[config.mk]
export PLATFORM = sky130hd
export DESIGN_NAME = dout_channels
export DESIGN_NICKNAME = d
export VERILOG_FILES = /design/src/common/dout_pkg.sv /design/src/rtl/dout_channels.sv /design/src/rtl/wd_monitor.sv /design/src/rtl/edge_delay.sv
export SDC_FILE = /design/constraint.sdc
export NUM_CORES = 1
export LEC_CHECK = 0
export BUFFER_PORTS_ARGS = -buffer_cell sky130_fd_sc_hd__buf_2
export CAP_MARGIN = 25
export CORE_ASPECT_RATIO = 1.25
export CORE_MARGIN = 2
export CORE_UTILIZATION = 50
export DETAILED_ROUTE_END_ITERATION = 8
export GPL_ROUTABILITY_DRIVEN = 1
export MAX_ROUTING_LAYER = met4
export PLACE_DENSITY = 0.76
export SLEW_MARGIN = 10
export SYNTH_ARGS = -nofsm -noshare
export SYNTH_HDL_FRONTEND = slang
export SYNTH_SLANG_ARGS = --single-unit
[constraint.sdc]
create_clock -name sys_clk -period 5.5 [get_ports sys_clk]
set_input_delay 0.55 -clock sys_clk [delete_from_list [all_inputs] [get_ports sys_clk]]
set_output_delay 0.55 -clock sys_clk [all_outputs]
set_load 0.03 [all_outputs]
[src/common/dout_pkg.sv]
// dout_pkg: constants, types and carriers of the eight-channel digital output logic.
// assumes one 50 MHz clock shared by the block and the communication unit logic.
package dout_pkg;

  localparam int NUM_CH       = 8;
  localparam int CLK_HZ       = 50_000_000;
  localparam int MS_PER_S     = 1000;
  localparam int CYC_PER_MS   = CLK_HZ / MS_PER_S;
  localparam int WD_TIME_MS   = 500;
  localparam int WD_CYCLES    = WD_TIME_MS * CYC_PER_MS;
  localparam int FAIL_LIMIT   = 3;
  localparam int DELAY_W      = 16;

  localparam logic RST_OUT     = 1'b0;
  localparam logic RST_LAST    = 1'b0;
  localparam logic NO_LINE_ERR = 1'b0;
  localparam logic OFF_LEVEL   = 1'b0;

  // error strategy codes
  typedef enum logic [1:0] {
    STRAT_CURRENT = 2'h0,
    STRAT_SUBST   = 2'h1,
    STRAT_LAST    = 2'h2
  } strategy_e;

  // watchdog states, gray along run -> armed -> tripped
  typedef enum logic [1:0] {
    WD_RUN     = 2'h0,
    WD_ARMED   = 2'h1,
    WD_TRIPPED = 2'h3
  } wd_state_e;

  // one exchange with the communication unit
  typedef struct packed {
    logic              xfer_ok;
    logic              xfer_fail;
    logic              bus_down;
    logic [NUM_CH-1:0] value;
    logic [NUM_CH-1:0] invalid;
  } link_s;

  // per-channel configuration
  typedef struct packed {
    logic               sim_mode;
    logic               invert;
    strategy_e          strategy;
    logic               subst_value;
    logic               sim_value;
    logic               sim_invalid;
    logic [DELAY_W-1:0] on_ms;
    logic [DELAY_W-1:0] off_ms;
  } chan_cfg_s;

endpackage

[src/rtl/dout_channels.sv]
// dout_channels: eight digital output channels with mode, error strategy,
// inversion, ON/OFF delay and communication watchdog.
// assumes link inputs come from the communication unit logic on sys_clk.
//
// Contract
// RQ1: no line fault is ever detected or reported
// RQ2: three failed exchanges, then 500 ms, outputs off
// RQ3: channel active follows module-wide active setting
// RQ4: normal mode drives received bus value
// RQ5: simulation mode drives configured simulated value
// RQ6: watchdog, bus failure or invalid value start strategy
// RQ7: line faults never start the error strategy
// RQ8: current-value strategy keeps passing the signal
// RQ9: substitute strategy drives configured substitute value
// RQ10: last-valid strategy holds value before fault
// RQ11: inversion outputs the complement of processed signal
// RQ12: ON delay acts on rising changes, in ms
// RQ13: OFF delay postpones falling changes, in ms
// RQ14: invalid simulated value starts strategy too
// RQ15: successful exchange clears failures and watchdog time
// RQ16: errors gone, processed signal is driven again
`timescale 1ns/10ps
module dout_channels
  import dout_pkg::*;
#(
  parameter int MS_LEN = CYC_PER_MS,
  parameter int WD_LEN = WD_CYCLES
) (
  input  wire logic                     sys_clk,
  input  wire logic                     rst,
  input  wire logic                     module_active,
  input  wire link_s                    link,
  input  wire chan_cfg_s [NUM_CH-1:0]   cfg,
  output logic [NUM_CH-1:0]             out_drive,
  output logic [NUM_CH-1:0]             line_fault,
  output logic [NUM_CH-1:0]             err_active,
  output logic                          wd_off
);
  localparam int MW = $clog2(MS_LEN + 1);

  logic [MW-1:0]     ms_cnt;
  logic              ms_tick;
  logic              wd_trip;
  logic [NUM_CH-1:0] src;
  logic [NUM_CH-1:0] src_bad;
  logic [NUM_CH-1:0] err_now;
  logic [NUM_CH-1:0] chosen;
  logic [NUM_CH-1:0] proc_val;
  logic [NUM_CH-1:0] last_valid;
  logic [NUM_CH-1:0] delayed;

  // selects the signal that an error condition leaves on the channel
  function automatic logic pick(input strategy_e s, input logic cur, input logic sub,
                                input logic last);
    logic r;
    r = cur;
    unique case (s)
      STRAT_CURRENT: r = cur;
      STRAT_SUBST:   r = sub;
      STRAT_LAST:    r = last;
      default:       r = sub;
    endcase
    return r;
  endfunction

  // millisecond time base for the delays
  always_ff @(posedge sys_clk) begin
    if (rst) begin
      ms_cnt  <= '0;
      ms_tick <= 1'b0;
    end else if (ms_cnt == MW'(MS_LEN - 1)) begin
      ms_cnt  <= '0;
      ms_tick <= 1'b1;
    end else begin
      ms_cnt  <= ms_cnt + MW'(1);
      ms_tick <= 1'b0;
    end
  end

  wd_monitor #(
    .WD_LEN (WD_LEN)
  ) u_wd (
    .sys_clk   (sys_clk),
    .rst       (rst),
    .xfer_ok   (link.xfer_ok),
    .xfer_fail (link.xfer_fail),
    .tripped   (wd_trip)
  );

  generate
    for (genvar i = 0; i < NUM_CH; i++) begin : g_ch
      // source selection by operating mode
      always_comb begin
        if (cfg[i].sim_mode) begin
          src[i]     = cfg[i].sim_value;   // RQ5
          src_bad[i] = cfg[i].sim_invalid; // RQ14
        end else begin
          src[i]     = link.value[i];      // RQ4
          src_bad[i] = link.invalid[i];
        end
      end

      // only communication errors and invalid data count; there is no line fault input
      assign err_now[i] = wd_trip | link.bus_down | src_bad[i]; // RQ6 RQ7

      assign chosen[i] = err_now[i] ? pick(cfg[i].strategy, src[i], cfg[i].subst_value, last_valid[i])
                                    : src[i]; // RQ8 RQ9 RQ16

      always_ff @(posedge sys_clk) begin
        if (rst) begin
          last_valid[i] <= RST_LAST;
        end else if (!err_now[i]) begin
          last_valid[i] <= src[i]; // RQ10
        end
      end

      always_ff @(posedge sys_clk) begin
        if (rst) begin
          proc_val[i] <= RST_OUT;
        end else begin
          proc_val[i] <= chosen[i] ^ cfg[i].invert; // RQ11
        end
      end

      edge_delay u_dly (
        .sys_clk (sys_clk),
        .rst     (rst),
        .ms_tick (ms_tick),
        .din     (proc_val[i]),
        .on_ms   (cfg[i].on_ms),
        .off_ms  (cfg[i].off_ms),
        .dout    (delayed[i])
      );

      always_ff @(posedge sys_clk) begin
        if (rst) begin
          out_drive[i] <= RST_OUT;
        end else if (!module_active) begin
          out_drive[i] <= OFF_LEVEL; // RQ3
        end else if (wd_trip) begin
          out_drive[i] <= OFF_LEVEL; // RQ2
        end else begin
          out_drive[i] <= delayed[i];
        end
      end

      always_ff @(posedge sys_clk) begin
        if (rst) begin
          err_active[i] <= 1'b0;
        end else begin
          err_active[i] <= err_now[i];
        end
      end

      always_ff @(posedge sys_clk) begin
        line_fault[i] <= NO_LINE_ERR; // RQ1
      end

      property p_normal;
        @(posedge sys_clk) disable iff (rst)
          (!cfg[i].sim_mode && !err_now[i]) |=> proc_val[i] == ($past(link.value[i]) ^ $past(cfg[i].invert));
      endproperty
      a_normal: assert property (p_normal) else $error("normal mode did not pass bus value"); // RQ4

      property p_sim;
        @(posedge sys_clk) disable iff (rst)
          (cfg[i].sim_mode && !err_now[i]) |=> proc_val[i] == ($past(cfg[i].sim_value) ^ $past(cfg[i].invert));
      endproperty
      a_sim: assert property (p_sim) else $error("simulation mode did not pass simulated value"); // RQ5

      property p_sim_invalid;
        @(posedge sys_clk) disable iff (rst)
          (cfg[i].sim_mode && cfg[i].sim_invalid) |=> err_active[i];
      endproperty
      a_sim_invalid: assert property (p_sim_invalid) else $error("invalid simulated value gave no error"); // RQ14

      property p_subst;
        @(posedge sys_clk) disable iff (rst)
          (err_now[i] && cfg[i].strategy == STRAT_SUBST)
            |=> proc_val[i] == ($past(cfg[i].subst_value) ^ $past(cfg[i].invert));
      endproperty
      a_subst: assert property (p_subst) else $error("substitute value not applied"); // RQ9

      property p_current;
        @(posedge sys_clk) disable iff (rst)
          (err_now[i] && cfg[i].strategy == STRAT_CURRENT) |=> proc_val[i] == ($past(src[i]) ^ $past(cfg[i].invert));
      endproperty
      a_current: assert property (p_current) else $error("current value not kept under error"); // RQ8

      property p_last;
        @(posedge sys_clk) disable iff (rst)
          (!err_now[i] ##1 err_now[i] && cfg[i].strategy == STRAT_LAST && !cfg[i].invert)
            |=> proc_val[i] == $past(src[i], 2);
      endproperty
      a_last: assert property (p_last) else $error("last valid value not held"); // RQ10

      property p_inactive;
        @(posedge sys_clk) disable iff (rst)
          !module_active |=> out_drive[i] == OFF_LEVEL;
      endproperty
      a_inactive: assert property (p_inactive) else $error("inactive channel driven"); // RQ3

      property p_wd_off;
        @(posedge sys_clk) disable iff (rst)
          wd_trip |=> out_drive[i] == OFF_LEVEL && err_active[i];
      endproperty
      a_wd_off: assert property (p_wd_off) else $error("watchdog did not switch output off"); // RQ2

      property p_no_line_fault;
        @(posedge sys_clk) disable iff (rst)
          1'b1 |=> line_fault[i] == NO_LINE_ERR;
      endproperty
      a_no_line_fault: assert property (p_no_line_fault) else $error("line fault reported"); // RQ1

      property p_err_cause;
        @(posedge sys_clk) disable iff (rst)
          err_active[i] |-> $past(wd_trip) || $past(link.bus_down) || $past(src_bad[i]);
      endproperty
      a_err_cause: assert property (p_err_cause) else $error("error raised without communication cause"); // RQ7

      property p_recover;
        @(posedge sys_clk) disable iff (rst)
          ($past(err_now[i]) && !err_now[i]) |=> proc_val[i] == ($past(src[i]) ^ $past(cfg[i].invert)) && !err_active[i];
      endproperty
      a_recover: assert property (p_recover) else $error("channel did not resume after error"); // RQ16

      property p_bus_err;
        @(posedge sys_clk) disable iff (rst)
          link.bus_down |=> err_active[i];
      endproperty
      a_bus_err: assert property (p_bus_err) else $error("bus failure gave no error"); // RQ6

      property p_invalid_err;
        @(posedge sys_clk) disable iff (rst)
          (!cfg[i].sim_mode && link.invalid[i]) |=> err_active[i];
      endproperty
      a_invalid_err: assert property (p_invalid_err) else $error("invalid bus value gave no error"); // RQ6

      property p_err_flag;
        @(posedge sys_clk) disable iff (rst)
          1'b1 |=> err_active[i] == $past(err_now[i]);
      endproperty
      a_err_flag: assert property (p_err_flag) else $error("error flag does not follow error condition"); // RQ6

      property p_last_track;
        @(posedge sys_clk) disable iff (rst)
          !err_now[i] |=> last_valid[i] == $past(src[i]);
      endproperty
      a_last_track: assert property (p_last_track) else $error("last valid value not tracking source"); // RQ10

      property p_last_freeze;
        @(posedge sys_clk) disable iff (rst)
          err_now[i] |=> last_valid[i] == $past(last_valid[i]);
      endproperty
      a_last_freeze: assert property (p_last_freeze) else $error("last valid value changed under error"); // RQ10

      property p_spare_code;
        @(posedge sys_clk) disable iff (rst)
          (err_now[i] && cfg[i].strategy == strategy_e'(2'h3))
            |=> proc_val[i] == ($past(cfg[i].subst_value) ^ $past(cfg[i].invert));
      endproperty
      a_spare_code: assert property (p_spare_code) else $error("spare strategy code not substituting"); // RQ9

      property p_pass_out;
        @(posedge sys_clk) disable iff (rst)
          (module_active && !wd_trip) |=> out_drive[i] == $past(delayed[i]);
      endproperty
      a_pass_out: assert property (p_pass_out) else $error("delayed value not driven to output"); // RQ16
    end
  endgenerate

  always_ff @(posedge sys_clk) begin
    if (rst) begin
      wd_off <= 1'b0;
    end else begin
      wd_off <= wd_trip; // RQ2
    end
  end

  property p_invert;
    @(posedge sys_clk) disable iff (rst)
      (!err_now[0] && cfg[0].invert) |=> proc_val[0] == !$past(src[0]);
  endproperty
  a_invert: assert property (p_invert) else $error("inversion not applied"); // RQ11

  property p_tick;
    @(posedge sys_clk) disable iff (rst)
      ms_tick |=> !ms_tick;
  endproperty
  a_tick: assert property (p_tick) else $error("millisecond tick longer than one cycle");

  property p_wd_flag;
    @(posedge sys_clk) disable iff (rst)
      1'b1 |=> wd_off == $past(wd_trip);
  endproperty
  a_wd_flag: assert property (p_wd_flag) else $error("watchdog flag does not follow trip"); // RQ2

  property p_tick_phase;
    @(posedge sys_clk) disable iff (rst)
      ms_tick |-> ms_cnt == '0;
  endproperty
  a_tick_phase: assert property (p_tick_phase) else $error("millisecond tick out of phase with counter"); // RQ12

  c_sim:   cover property (@(posedge sys_clk) disable iff (rst) cfg[0].sim_mode && !err_now[0] ##1 out_drive[0]);
  c_subst: cover property (@(posedge sys_clk) disable iff (rst) link.invalid[0] && cfg[0].strategy == STRAT_SUBST);
  c_last:  cover property (@(posedge sys_clk) disable iff (rst) link.bus_down && cfg[1].strategy == STRAT_LAST);
  c_trip:  cover property (@(posedge sys_clk) disable iff (rst) $rose(wd_off));

endmodule

[src/rtl/wd_monitor.sv]
// wd_monitor: counts failed exchanges and trips after the grace time.
// assumes xfer_ok and xfer_fail are one-cycle pulses on sys_clk.
`timescale 1ns/10ps
module wd_monitor
  import dout_pkg::*;
#(
  parameter int WD_LEN = WD_CYCLES
) (
  input  wire logic sys_clk,
  input  wire logic rst,
  input  wire logic xfer_ok,
  input  wire logic xfer_fail,
  output logic      tripped
);
  localparam int TW = $clog2(WD_LEN + 1);

  wd_state_e    state;
  logic [1:0]   fails;
  logic [TW-1:0] tmr;

  always_ff @(posedge sys_clk) begin
    if (rst) begin
      fails <= 2'h0;
    end else if (xfer_ok) begin
      fails <= 2'h0; // RQ15
    end else if (xfer_fail && fails != 2'(FAIL_LIMIT)) begin
      fails <= fails + 2'h1;
    end
  end

  always_ff @(posedge sys_clk) begin
    if (rst) begin
      state <= WD_RUN;
      tmr   <= '0;
    end else if (xfer_ok) begin
      state <= WD_RUN; // RQ15
      tmr   <= '0;
    end else begin
      unique case (state)
        WD_RUN: begin
          if (xfer_fail && fails == 2'(FAIL_LIMIT - 1)) begin
            state <= WD_ARMED; // RQ2
          end
        end
        WD_ARMED: begin
          if (tmr == TW'(WD_LEN - 1)) begin
            state <= WD_TRIPPED; // RQ2
          end else begin
            tmr <= tmr + TW'(1);
          end
        end
        WD_TRIPPED: state <= WD_TRIPPED;
        default:    state <= WD_RUN;
      endcase
    end
  end

  assign tripped = (state == WD_TRIPPED);

  property p_ok_clears;
    @(posedge sys_clk) disable iff (rst)
      xfer_ok |=> (fails == 2'h0) && !tripped;
  endproperty
  a_ok_clears: assert property (p_ok_clears) else $error("success did not clear watchdog"); // RQ15

  property p_trip_time;
    @(posedge sys_clk) disable iff (rst)
      (state == WD_ARMED && tmr == TW'(WD_LEN - 1) && !xfer_ok) |=> tripped;
  endproperty
  a_trip_time: assert property (p_trip_time) else $error("watchdog did not trip at end of grace time"); // RQ2

  property p_third_fail;
    @(posedge sys_clk) disable iff (rst)
      (state == WD_RUN && fails == 2'h2 && xfer_fail && !xfer_ok) |=> state == WD_ARMED && tmr == '0;
  endproperty
  a_third_fail: assert property (p_third_fail) else $error("third failure did not arm watchdog"); // RQ2

endmodule

[src/rtl/edge_delay.sv]
// edge_delay: ON delay on rising changes, OFF delay on falling changes, in ms ticks.
// assumes ms_tick is a one-cycle pulse once per millisecond.
`timescale 1ns/10ps
module edge_delay
  import dout_pkg::*;
(
  input  wire logic               sys_clk,
  input  wire logic               rst,
  input  wire logic               ms_tick,
  input  wire logic               din,
  input  wire logic [DELAY_W-1:0] on_ms,
  input  wire logic [DELAY_W-1:0] off_ms,
  output logic                    dout
);
  logic [DELAY_W-1:0] cnt;
  logic [DELAY_W-1:0] target;

  // a change that goes back before cnt reaches its delay in ms ticks never reaches dout
  assign target = din ? on_ms : off_ms;

  always_ff @(posedge sys_clk) begin
    if (rst) begin
      dout <= RST_OUT;
      cnt  <= '0;
    end else if (din == dout) begin
      cnt <= '0;
    end else if (cnt >= target) begin
      dout <= din; // RQ12 RQ13
      cnt  <= '0;
    end else if (ms_tick) begin
      cnt <= cnt + DELAY_W'(1);
    end
  end

  property p_on_hold;
    @(posedge sys_clk) disable iff (rst)
      (!dout && din && cnt < on_ms) |=> !dout;
  endproperty
  a_on_hold: assert property (p_on_hold) else $error("output rose before on delay"); // RQ12

  property p_off_hold;
    @(posedge sys_clk) disable iff (rst)
      (dout && !din && cnt < off_ms) |=> dout;
  endproperty
  a_off_hold: assert property (p_off_hold) else $error("output fell before off delay"); // RQ13

  property p_settle;
    @(posedge sys_clk) disable iff (rst)
      (din != dout && cnt >= target) |=> dout == $past(din);
  endproperty
  a_settle: assert property (p_settle) else $error("output missed change after delay"); // RQ12

endmodule

Word-level counts from Yosys, hierarchy flattened

Index checks and enable logic that the tools add are counted.

$add $sub $neg: 11
Reduce and logical (&&, ||, !) cells: 32
Bitwise logic cells: 27
Eq/ne operators: 24
Magnitude comparators: 8
Multiplexer cells: 44

Operators with widths:

| cell                    | count |
|---|---|
| $add A16 B1 Y16 const B | 9 |
| $ge A16 B16 Y1          | 8 |
| $mux W16                | 8 |
| $reduce_or A3 Y1        | 9 |
| $add A25 B1 Y25 const B | 1 |
| $eq A25 B25 Y1 const B  | 1 |
| $mux W1                 | 25 |
| $eq A2 B2 Y1 const B    | 10 |
| $reduce_and A2 Y1       | 10 |
| $logic_not A2 Y1        | 9 |
| $eq A16 B16 Y1 const B  | 1 |
| $pmux W1 S2             | 8 |
| $not A1 Y1              | 10 |
| $or A1 B1 Y1            | 9 |
| $eq A1 B1 Y1            | 8 |
| $xor A1 B1 Y1           | 8 |
| $pmux W2 S3             | 1 |
| $mux W2                 | 2 |
| $ne A2 B1 Y1 const B    | 2 |
| $reduce_or A2 Y1        | 2 |
| $add A2 B1 Y2 const B   | 1 |
| $eq A2 B1 Y1 const B    | 1 |
| $logic_and A1 B1 Y1     | 2 |
| $ne A2 B2 Y1 const B    | 1 |

Word-level logic and storage cells: 200
Bits in registers: 215

Depth between registers and ports, before layout

Gate-level depths: netlist of run 1.

Word-level depth: 5
Depth in mapped cells: 10
Gate-level depth less buffers: 7

Cells and area by module

From an unflattened synthesis of run 1, not the netlist that was laid out.

Cell total of the unflattened synthesis: 1534
Area, all modules: 13947.1 µm²

By module, submodules not included:

| module                          | times used | area each (µm²) | cells each |
|---|---|---|---|
| edge_delay at g_ch[1].u_dly ... | 6          | 1256.2          | 139 |
| edge_delay at g_ch[0].u_dly ... | 2          | 1271.2          | 138 |
| dout_channels                   | 1          | 2356.0          | 249 |
| wd_monitor                      | 1          | 1511.4          | 175 |

Least setup slack after synthesis of run 1

OpenSTA, ideal clock, no wires.

Kind: flip-flop to flip-flop
From: register proc_val[2]
To: register g_ch[2].u_dly.cnt[10]
Required time: 5.436 ns
Clock period less this slack: 2.692 ns
Arrival: 2.628 ns
Stages on the path, launching flop included: 11
Setup slack: 2.808 ns
Path through: dfxtp_1 -> buf_2 -> buf_1 -> mux2i_1 -> ha_1 -> nor2b_1 -> o211a_1 -> o311ai_1 -> nand4_1 -> buf_2 -> nor2_1

Word-level cells in the longest chain between the ends: 3
Elaborated cells on any way between the ends: 4
Those cells by class: order compare (1); eq/ne (1); mux (1); reduce/logical (1)

RTL lines:

| what                             | line                 | RTL |
|---|---|---|
| start: declaration               | dout_channels.sv:48  | `logic [NUM_CH-1:0] proc_val;` |
| start signal: indexed assignment | dout_channels.sv:121 | `proc_val[i] <= chosen[i] ^ cfg[i].invert;` |
| $mux W16                         | edge_delay.sv:19     | `assign target = din ? on_ms : off_ms;` |
| $ge A16 B16 Y1                   | edge_delay.sv:27     | `end else if (cnt >= target) begin` |
| $reduce_or A3 Y1 (no line) *     | -                    |  |
| end signal: assignment           | edge_delay.sv:31     | `cnt <= cnt + DELAY_W'(1);` |
| end: declaration                 | edge_delay.sv:15     | `logic [DELAY_W-1:0] cnt;` |

Mark *: on every way between the ends. The rest lies on a longest branch, timed or not.
A chain may end at the register's enable or synchronous reset.

Worst setup path after layout of run 1

From: register proc_val[7]
To: register g_ch[7].u_dly.cnt[0]

Word-level cells in the longest chain between the ends: 3
Elaborated cells on any way between the ends: 4
Those cells by class: order compare (1); eq/ne (1); mux (1); reduce/logical (1)

RTL lines:

| what                         | line |
|---|---|
| $mux W16                     | edge_delay.sv:19 |
| $ge A16 B16 Y1               | edge_delay.sv:27 |
| $reduce_or A3 Y1 (no line) * | - |
| end signal: assignment       | edge_delay.sv:31 |
| end: declaration             | edge_delay.sv:15 |

Marked as above.

==> results_dict.tcl, run 1 <==
set metrics [dict create \
    status "finished clean" \
    vias 12086 \
    drtIter0Drc 409 \
    track_usage_pct 22.9 \
    power.switching_mw 0.899 \
    multi_input_area_sq_um 8960 \
    crit_type "flip-flop to flip-flop" \
    drv_slew 0 \
    tightest_slew_ns 0.963 \
    post-dp-hpwl_microns 26000 \
    antenna_found_initial 0 \
    route.detailed.drc 0 \
    die_h_microns 188 \
    grt_pass1_vias 12028 \
    rr_endpoint "g_ch[7].u_dly.cnt[0]" \
    clock_latency_ns 0.49 \
    grt_max_degree 46 \
    drv_cap 0 \
    worstHoldStart "cfg[193]" \
    worstRegToRegCells 7 \
    clk_pin_slew_ns 0.06 \
    start_util_pct 50.7 \
    cp_data_arrival_time_ns 3.61 \
    hold_path_class "input port to flip-flop" \
    diodes 0 \
    gp_congestion 0.853 \
    p_per_area_nw_per_um2 219 \
    seq_area_sq_um 4310 \
    post-route-period-util_pct 58.2 \
    grt_overflow 0 \
    syn_inst 1541 \
    cts_sinks 215 \
    clock_skew_ns 0.00995 \
    totalWireLength_microns 32800 \
    syn_to_final_growth_pct 19.8 \
    grt_pass1_wl_microns 53100 \
    rrSetupSlack_ns 2.30 \
    ios 359 \
    fp.dieArea_sq_um 28600 \
    setup_tns_ns 0 \
    seq_area_frac_synth_pct 31.6 \
    period_minus_slack_ns 3.20 \
    clockBufferDepth 3 \
    cts_root_buf "clkbuf_16" \
    cts_resized 0 \
    rsz0062_at_grt "no" \
    clockPowerShare_pct 40.1 \
    htreeDepth 1 \
    ys_async_sr_fraction_pct 0 \
    synth_cell_types 60 \
    hold_violations 0 \
    relSlewSlack_pct 35.7 \
    layout-drive-gt1-share_pct 22.7 \
    whs_path_depth 3 \
    crit_fanout 18 \
    final_nets 2351 \
    p_int_mw 2.68 \
    first_pass_iters 5 \
    synth-edff-count 0 \
    std_cell_rows 67 \
    yosys_most_used_dff "dfxtp_1" \
    io_buffers 350 \
    cp-start-kind "flip-flop" \
    switching_share_pct 25.1 \
    wire_per_inst_microns 14.7 \
    layout_common_cells "350 x buf_2, 249 x nor2_1, 214 x dfxtp_1, 140 x mux2i_1, 140 x ha_1" \
    p_comb_share_pct 14.4 \
    design.core.area_sq_um 26800 \
    fmaxAchievable_mhz 312 \
    cp-end-kind "flip-flop" \
    n_fill_cell 2396 \
    numCtsBuffers 23 \
    cp.required_ns 5.91 \
    antenna_left 0 \
    post-cts-setup-buffer-count 0 \
    synth.ff_latch_count 215 \
    synth_area_sq_um 13600 \
    finalPower_mw 3.58 \
    setup_viol 0 \
    vdd_drop_max_mv 0.192 \
    detail_route.vias_per_cell 5.40 \
    whs_endpoint "proc_val[4]" \
    pwr-share-seq_pct 45.5 \
    timing.rr.start "proc_val[7]" \
    layout_commonest_cell "buf_2" \
    yosys_warnings 0 \
    final_util_pct 60.8 \
    syn_area_per_cell_sq_um 8.83 \
    holdBufCountCts 0 \
    p_leak_nw 6.85 \
    cts_tree "built" \
    dieWidth_microns 152 \
]
cell type report:
class,count,area share [%]
sequential,215,26.4
clock buffer,35,4.11
inverter,30,0.691
timing repair buffer,354,11.0
clock inverter,5,0.176
tap,345,2.65
multi-input combinational,1253,55.0
kinds of logic after synthesis:
group / synth area share (%)
and+or+nand+nor: 23.6
DFF: 31.6
xor gates and xnor gates: 10.7
muxes: 11.6
adders and majority gates: 12.9
AOI/OAI and AO/OA: 6.86
buffers and inverters: 2.73
other: 0.0275
per-stage QoR:
step	worst slack [ns]	hold WS (ns)	instances	instance area (sq um)
floorplan	2.81	0.430	1548	13600
global placement	2.52	0.444	2196	15600
detailed placement	2.35	0.458	2196	15600
CTS	2.31	0.296	2236	16300
global route	2.08	0.335	2237	16300
finish	2.30	0.310	2237	16300
state kept, by name (all words and copies together) (netlist names):
signal / flops
proc_val: 8
g_ch.u_dly.dout: 8
ms_cnt: 16
u_wd.tmr: 25
ms_tick: 1
u_wd.fails: 2
last_valid: 8
err_active: 8
u_wd.state: 2
g_ch.u_dly.cnt: 128
out_drive: 8
wd_off: 1
worst max path at each step:
stage,slack [ns],depth (start not counted),start,to
after floorplan,2.81,10,proc_val[2],g_ch[2].u_dly.cnt[10]
after global placement,2.52,7,proc_val[2],g_ch[2].u_dly.cnt[11]
after detailed placement,2.35,7,proc_val[7],g_ch[7].u_dly.cnt[0]
after CTS,2.31,7,proc_val[7],g_ch[7].u_dly.cnt[0]
after global routing,2.08,7,proc_val[7],g_ch[7].u_dly.cnt[11]
final,2.30,7,proc_val[7],g_ch[7].u_dly.cnt[0]
critical path: stages (launching register included):
cell and delay (ns):
dfxtp_1 0.95, mux2_2 0.42, ha_1 0.27, nor2_1 0.09, a21oi_1 0.07, o311ai_1 0.41
nand4_1 0.64, nor2_1 0.27
routing by layer:
metal	part of all wire, %	track usage [%]	up-vias
li1	-	-	6112
met1	41	25.5	5567
met2	51	41.9	342
met3	5.8	3.08	65
met4	2.7	7.26	0
met5	0	-	-
power groups by stage:
stage          registers [mW]  clock network (mW)  logic [mW]
6_report                 1.63                1.43       0.514
3_3_place_gp             1.66                   0       0.500
2_1_floorplan            1.62                   0       0.353
5_1_grt                  1.63                1.54       0.575
4_1_cts                  1.63                1.48       0.519
3_5_place_dp             1.66                   0       0.517
synthesized netlist by cell type, types with 4 or more instances:
| library cell | number | area [sq um] |
|---|---|---|
| a21oi_1 | 55 | 275 |
| nand2b_1 | 18 | 113 |
| nand3_1 | 62 | 310 |
| nor4_1 | 8 | 50.1 |
| o21ai_0 | 24 | 120 |
| buf_2 | 18 | 90.1 |
| xor2_1 | 88 | 771 |
| and3_1 | 23 | 144 |
| o21ai_1 | 6 | 30.0 |
| buf_1 | 8 | 30.0 |
| buf_4 | 9 | 67.6 |
| inv_1 | 30 | 113 |
| nor2_1 | 249 | 935 |
| nand4_1 | 59 | 369 |
| or4_1 | 5 | 37.5 |
| or3_1 | 14 | 87.6 |
| mux2_2 | 16 | 180 |
| mux2i_1 | 140 | 1400 |
| and4_1 | 15 | 131 |
| dfxtp_1 | 215 | 4300 |
| o31ai_1 | 5 | 37.5 |
| a211oi_1 | 5 | 37.5 |
| nor3_1 | 21 | 105 |
| a21oi_2 | 4 | 35.0 |
| and2_1 | 18 | 113 |
| xnor2_1 | 78 | 683 |
| nand4b_1 | 9 | 78.8 |
| nor3b_1 | 17 | 128 |
| a31oi_1 | 4 | 25.0 |
| o2bb2ai_1 | 8 | 70.1 |
| ha_1 | 140 | 1750 |
| nand2_1 | 93 | 349 |
| clkbuf_1 | 13 | 48.8 |
| nor2b_1 | 20 | 125 |
(Power assumes the default switching activity.)
==> inputs of run 2 (changes only) <==
--- a/config.mk
+++ b/config.mk
@@ -5,6 +5,7 @@
 export SDC_FILE = /design/constraint.sdc
 export NUM_CORES = 1
 export LEC_CHECK = 0
+export ABC_AREA = 1
 export BUFFER_PORTS_ARGS = -buffer_cell sky130_fd_sc_hd__buf_2
 export CAP_MARGIN = 25
 export CORE_ASPECT_RATIO = 1.25
@@ -13,7 +14,7 @@
 export DETAILED_ROUTE_END_ITERATION = 8
 export GPL_ROUTABILITY_DRIVEN = 1
 export MAX_ROUTING_LAYER = met4
-export PLACE_DENSITY = 0.76
+export PLACE_DENSITY = 0.75
 export SLEW_MARGIN = 10
 export SYNTH_ARGS = -nofsm -noshare
 export SYNTH_HDL_FRONTEND = slang
==> constraint.sdc (replaced) <==
create_clock -name sys_clk -period 3.2 [get_ports sys_clk]
set_input_delay 0.32 -clock sys_clk [delete_from_list [all_inputs] [get_ports sys_clk]]
set_output_delay 0.32 -clock sys_clk [all_outputs]
set_load 0.03 [all_outputs]
==> run 2 against run 1 <==
Against the previous run:
- non-clock buffer count increased by 12
- register-to-register slack got worse by 1.7 ns
- flip-flop and latch count unchanged
- total power increased by 78%
- highest routed layer unchanged
- cell count increased by 29%
- critical path type unchanged
- worst hold slack got worse by 0.22 ns
- routed wire length increased by 11%
- combinational power increased by 75%
- count of clock-buffer cells in the layout increased by 3
- first-iteration DRC count increased by 36%
- critical path depth increased by 5
==> results_dict.tcl, run 2 <==
set metrics [dict create \
    status "finished clean" \
    hold_violations 0 \
    detail_route.vias_per_cell 4.98 \
    clockPowerShare_pct 43.3 \
    vdd_drop_max_mv 0.299 \
    drtIter0Drc 558 \
    largest_reg_flops 128 \
    synth.ff_latch_count 215 \
    seq_area_frac_synth_pct 29.0 \
    p_comb_share_pct 14.1 \
    syn_area_per_cell_sq_um 7.03 \
    p_per_area_nw_per_um2 359 \
    pwr-share-seq_pct 42.6 \
    fmaxAchievable_mhz 388 \
    ios 359 \
    finalPower_mw 6.37 \
    crit_fanout 18 \
    setup_viol 0 \
    clk_pin_slew_ns 0.06 \
    start_util_pct 50.7 \
    layout_common_cells "528 x nand2_1, 350 x buf_2, 338 x nor2_1, 244 x inv_1, 214 x dfxtp_1" \
    synth.most_common_cell "nand2_1" \
    post-cts-setup-buffer-count 0 \
    clockBufferDepth 3 \
    regMostFlops "g_ch.u_dly.cnt" \
    whs_path_depth 4 \
    ys_async_sr_fraction_pct 0 \
    yosys.area.top_type "dfxtp_1" \
    std_cell_rows 70 \
    totalWireLength_microns 36600 \
    track_usage_pct 23.8 \
    grt_max_degree 40 \
    reg_top3 "g_ch.u_dly.cnt x128, u_wd.tmr x25, ms_cnt x16" \
    p_leak_nw 8.36 \
    cts_resized 0 \
    multi_input_area_sq_um 9370 \
    vias 14323 \
    grt_pass1_vias 13806 \
    post-route-period-util_pct 80.5 \
    syn_to_final_growth_pct 19.8 \
    synth_area_sq_um 14800 \
    n_fill_cell 2691 \
    gp_congestion 0.926 \
    cts_sinks 215 \
    post-dp-hpwl_microns 29300 \
    layout-drive-gt1-share_pct 17.5 \
    rsz0062_at_grt "no" \
    crit_chain "buf_4, mux2i_1, ha_1, nand2_1, inv_1, nand2_1, nand2_1, nor2_1, nand2_1, nand2_1, nand4_1, nor2_1" \
    fp.dieArea_sq_um 31100 \
    cts_root_buf "clkbuf_16" \
    drv_slew 0 \
    cp_data_arrival_time_ns 3.00 \
    layout_commonest_cell "nand2_1" \
    p_int_mw 4.80 \
    switching_share_pct 24.6 \
    drv_cap 0 \
    numCtsBuffers 24 \
    tightest_slew_ns 0.898 \
    die_h_microns 197 \
    synth-edff-count 0 \
    grt_pass1_wl_microns 59700 \
    crit_top_cell "nand2_1" \
    cts_tree "built" \
    holdBufCountCts 0 \
    synth_common_cells "528 x nand2_1, 338 x nor2_1, 244 x inv_1" \
    synth_cell_types 36 \
    antenna_left 0 \
    yosys_most_used_dff "dfxtp_1" \
    cp-end-kind "flip-flop" \
    dp.cells 2832 \
    yosys_warnings 0 \
    grt_overflow 0 \
    crit_type "flip-flop to flip-flop" \
    clock_skew_ns 0.00824 \
    io_buffers 350 \
    fin_cells 2878 \
    crit_family "simple AND/OR/NAND/NOR gates" \
    htreeDepth 1 \
    hold_path_class "input port to flip-flop" \
    crit_slowest_cell "nand4_1" \
    hold_ws_ns 0.0918 \
    wire_per_inst_microns 12.7 \
    design.core.area_sq_um 29300 \
    worstRegToRegCells 12 \
    setup_tns_ns 0 \
    seq_area_sq_um 4310 \
    syn_inst 2110 \
    power.switching_mw 1.57 \
    route.detailed.drc 0 \
    period_minus_slack_ns 2.58 \
    cp.depth 12 \
    first_pass_iters 5 \
    cp-start-kind "flip-flop" \
    antenna_found_initial 2 \
    cp.required_ns 3.62 \
    path_buf_inv 2 \
    dieWidth_microns 158 \
    ys_top_cells_by_area "dfxtp_1 29%, nand2_1 13%, ha_1 12%, mux2i_1 8.6%, nor2_1 8.6%" \
    synth_top_area_share_pct 29.0 \
    relSlewSlack_pct 40.0 \
    cpPeakStageDelay_ns 0.53 \
    final_nets 2936 \
    clock_latency_ns 0.51 \
]
## run 2: cell types whose count changed after synthesis, sizes merged, moves of 18 or more
cell,previous run,this run
nor2b,20,0
nand2b,18,0
nand3,65,103
xnor2,78,35
nor2,249,344
a21oi,59,106
nand2,93,532
inv,30,244
and3,23,3
and2,18,0
## run 2: power by group through the flow
stage               combinational, mW  clock, mW  sequential [mW]
global placement                0.872          0             2.77
CTS                             0.910       2.83             2.71
floorplan                       0.538          0             2.79
detailed placement              0.905          0             2.77
global route                     1.01       2.95             2.72
finish                          0.900       2.76             2.71
## run 2: per-layer routing
| metal | up-vias | routed length, microns | GRT usage (%) |
|---|---|---|---|
| met5 | - | 0 | - |
| met4 | 0 | 1130 | 7.71 |
| met3 | 76 | 1900 | 2.66 |
| met2 | 364 | 18400 | 43.8 |
| met1 | 6421 | 15100 | 26.5 |
| li1 | 7462 | - | - |
## run 2: kinds of logic (layout without fill, tap and decap cells)
kind of cell | after synthesis | count (layout) | share of synthesized area (%)
muxes | 136 | 136 | 9.25
and+or+nand+nor | 1072 | 1072 | 29.9
other | 1 | 10 | 0.0253
xor gates and xnor gates | 122 | 122 | 7.21
buffers and inverters | 292 | 655 | 7.96
DFF | 215 | 215 | 29.0
AOI/OAI and AO/OA | 132 | 132 | 4.78
adders and majority gates | 140 | 140 | 11.8
## run 2: final timing paths
path	slack, ns	endpoint	from
setup / recovery	0.62	g_ch[3].u_dly.cnt[0]	proc_val[3]
setup reg to reg	0.62	g_ch[3].u_dly.cnt[0]	proc_val[3]
hold reg to reg	0.45	ms_cnt[0]	ms_cnt[0]
hold / removal	0.09	u_wd.tmr[0]	link[18]
## run 2: layout make-up
| class | count | share of cell area, % |
|---|---|---|
| Antenna cell | 2 | 0.0282 |
| Tap cell | 396 | 2.79 |
| Clock buffer | 38 | 4.02 |
| Clock inverter | 6 | 0.451 |
| Timing Repair Buffer | 366 | 10.5 |
| Inverter | 245 | 5.18 |
| Sequential cell | 215 | 24.2 |
| Multi-Input combinational cell | 1610 | 52.8 |
## run 2: worst reg2reg max path, cell delays in order (launching register included)
cell	delay (ns)
dfxtp_1	0.31
buf_4	0.28
mux2i_1	0.30
ha_1	0.28
nand2_1	0.08
inv_1	0.05
nand2_1	0.06
nand2_1	0.04
nor2_1	0.10
nand2_1	0.08
nand2_1	0.10
nand4_1	0.53
nor2_1	0.28
## run 2: through the flow
stage / setup WS [ns] / cell area [sq um] / util [%]
after floorplan: 0.971 / 14900 / -
after global placement: 0.696 / 17000 / 58.0
after detailed placement: 0.613 / 17000 / 58.0
after CTS: 0.588 / 17800 / 60.7
after global routing: 0.317 / 17800 / 60.7
final: 0.623 / 17800 / 60.7
==> inputs of run 3 (changes only) <==
--- a/config.mk
+++ b/config.mk
@@ -14,7 +14,7 @@
 export DETAILED_ROUTE_END_ITERATION = 8
 export GPL_ROUTABILITY_DRIVEN = 1
 export MAX_ROUTING_LAYER = met4
-export PLACE_DENSITY = 0.75
+export PLACE_DENSITY = 0.78
 export SLEW_MARGIN = 10
 export SYNTH_ARGS = -nofsm -noshare
 export SYNTH_HDL_FRONTEND = slang
==> constraint.sdc (replaced) <==
create_clock -name sys_clk -period 2.2 [get_ports sys_clk]
set_input_delay 0.22 -clock sys_clk [delete_from_list [all_inputs] [get_ports sys_clk]]
set_output_delay 0.22 -clock sys_clk [all_outputs]
set_load 0.03 [all_outputs]
==> run 3 against run 2 <==
Against the previous run:
- clock power up 41%
- worst hold slack worse by 0.073 ns
- count of clock-buffer cells in the layout down 8
- register-to-register slack worse by 0.55 ns
- cell area up 3.3%
- total power up 46%
- critical path depth down 1
- combinational power up 63%
- first-iteration DRC count up 17%
- worst setup slack worse by 0.55 ns
- critical path type unchanged
- largest cell class unchanged
==> results_dict.tcl, run 3 (same netlist as run 2, synthesis figures left out) <==
set metrics [dict create \
    status "finished clean" \
    crit_type "flip-flop to flip-flop" \
    p_leak_nw 8.58 \
    worstRegToRegCells 11 \
    clock_skew_ns 0.0177 \
    cp-end-kind "flip-flop" \
    dp.cells 2850 \
    ios 359 \
    clk_pin_slew_ns 0.06 \
    finalPower_mw 9.33 \
    rrSetupSlack_ns 0.07 \
    n_fill_cell 2626 \
    drtIter0Drc 655 \
    rsz0062_at_grt "yes" \
    cp_data_arrival_time_ns 2.52 \
    design.core.area_sq_um 29300 \
    die_h_microns 197 \
    rr_endpoint "g_ch[2].u_dly.cnt[6]" \
    largest_reg_flops 128 \
    hold_path_class "input port to flip-flop" \
    setup_tns_ns 0 \
    dpl_cell_area_sq_um 17200 \
    hold_violations 0 \
    antenna_left 0 \
    fmaxAchievable_mhz 469 \
    grt_pass1_vias 14432 \
    detail_route.vias_per_cell 5.04 \
    whs_endpoint "proc_val[0]" \
    dieWidth_microns 158 \
    post-dp-hpwl_microns 30900 \
    drv_cap 0 \
    cts_sinks 215 \
    relSlewSlack_pct 64.1 \
    final_nets 2968 \
    reg_top3 "g_ch.u_dly.cnt x128, u_wd.tmr x25, ms_cnt x16" \
    first_pass_iters 5 \
    io_buffers 350 \
    syn_to_final_growth_pct 23.8 \
    final_util_pct 62.7 \
    fp.dieArea_sq_um 31100 \
    totalWireLength_microns 39600 \
    hold_ws_ns 0.0184 \
    whs_path_depth 3 \
    clockBufferDepth 3 \
    setup_viol 0 \
    period_minus_slack_ns 2.13 \
    vdd_drop_max_mv 0.400 \
    vias 14685 \
    cp-start-kind "flip-flop" \
    grt_overflow 0 \
    gp_congestion 0.907 \
    antenna_found_initial 6 \
    std_cell_rows 70 \
    start_util_pct 50.7 \
    timing.rr.start "proc_val[2]" \
    p_per_area_nw_per_um2 508 \
    cts_root_buf "clkbuf_16" \
    tightest_slew_ns 0.538 \
    layout-drive-gt1-share_pct 19.9 \
    fin_cells 2912 \
    wire_per_inst_microns 13.6 \
    cts_tree "built" \
    clock_latency_ns 0.52 \
    drv_slew 0 \
    fin_area_sq_um 18400 \
    worstHoldStart "cfg[37]" \
    grt_max_degree 27 \
    regMostFlops "g_ch.u_dly.cnt" \
    layout_common_cells "524 x nand2_1, 350 x buf_2, 327 x nor2_1, 243 x inv_1, 210 x dfxtp_1" \
    grt_pass1_wl_microns 62800 \
    setup_ws_ns 0.0697 \
    route.detailed.drc 0 \
    numCtsBuffers 23 \
    layout_commonest_cell "nand2_1" \
    htreeDepth 1 \
    cp.required_ns 2.59 \
    crit_fanout 8 \
    post-route-period-util_pct 96.8 \
    place_ws_ns 0.0967 \
    track_usage_pct 25.1 \
]
[run 3: changes by cell type in the layout (fill, tap and decap cells not counted), moves of 5 or more]
cell / change
buf_12: +12
buf_4: +12
nor2_1: -11
mux2i_1: -8
nor2_2: +7
mux2i_2: +6
clkbuf_1: -5
[run 3: worst max path at each step]
stage	startpoint	to	slack [ns]	depth (start not counted)
after floorplan	proc_val[0]	g_ch[0].u_dly.cnt[10]	0.04	10
after global placement	proc_val[1]	g_ch[1].u_dly.cnt[15]	0.14	11
after detailed placement	proc_val[1]	g_ch[1].u_dly.cnt[7]	0.1	11
after CTS	proc_val[7]	g_ch[7].u_dly.cnt[2]	0.09	9
after global routing	proc_val[2]	g_ch[2].u_dly.cnt[9]	-0.06	13
final	proc_val[2]	g_ch[2].u_dly.cnt[6]	0.07	11
[run 3: worst max-delay path, cell delays in order (launching register included)]
cell       delay [ns]
dfxtp_4          0.40
clkbuf_16        0.17
mux2_2           0.35
ha_4             0.26
nand4_1          0.10
nor2_1           0.10
nor2_1           0.05
nand2_1          0.09
nand2_2          0.07
nand4_1          0.16
buf_6            0.20
nor2_1           0.05
[run 3: where the power goes]
part / switching (mW) / internal, mW
registers: 0.0311 / 3.93
logic: 0.746 / 0.721
clock network: 1.63 / 2.27
[run 3: what timing repair did]
item	CTS	global route
setup buffers	0	8
hold buffers	2	0
endpoints found under the setup margin	0	71
endpoints found under the hold margin	3	0
resized for setup	0	44
[run 3: cell type report]
cell class	instances	area, sq um	share of cell area [%]
inverters	245	920	5.01
clock inverters	12	125	0.682
flip-flops and latches	215	4320	23.5
clock buffers	30	632	3.44
multi-input cells	1610	9490	51.7
repair buffers	399	2360	12.8
diodes	5	12.5	0.0682
well taps	396	495	2.70
[run 3: per-layer routing]
metal	vias up	wire length (microns)	GRT usage (%)
li1	7531	-	-
met5	-	0	-
met2	387	20700	47.4
met3	84	2070	3.74
met1	6683	15900	26.4
met4	0	951	8.01
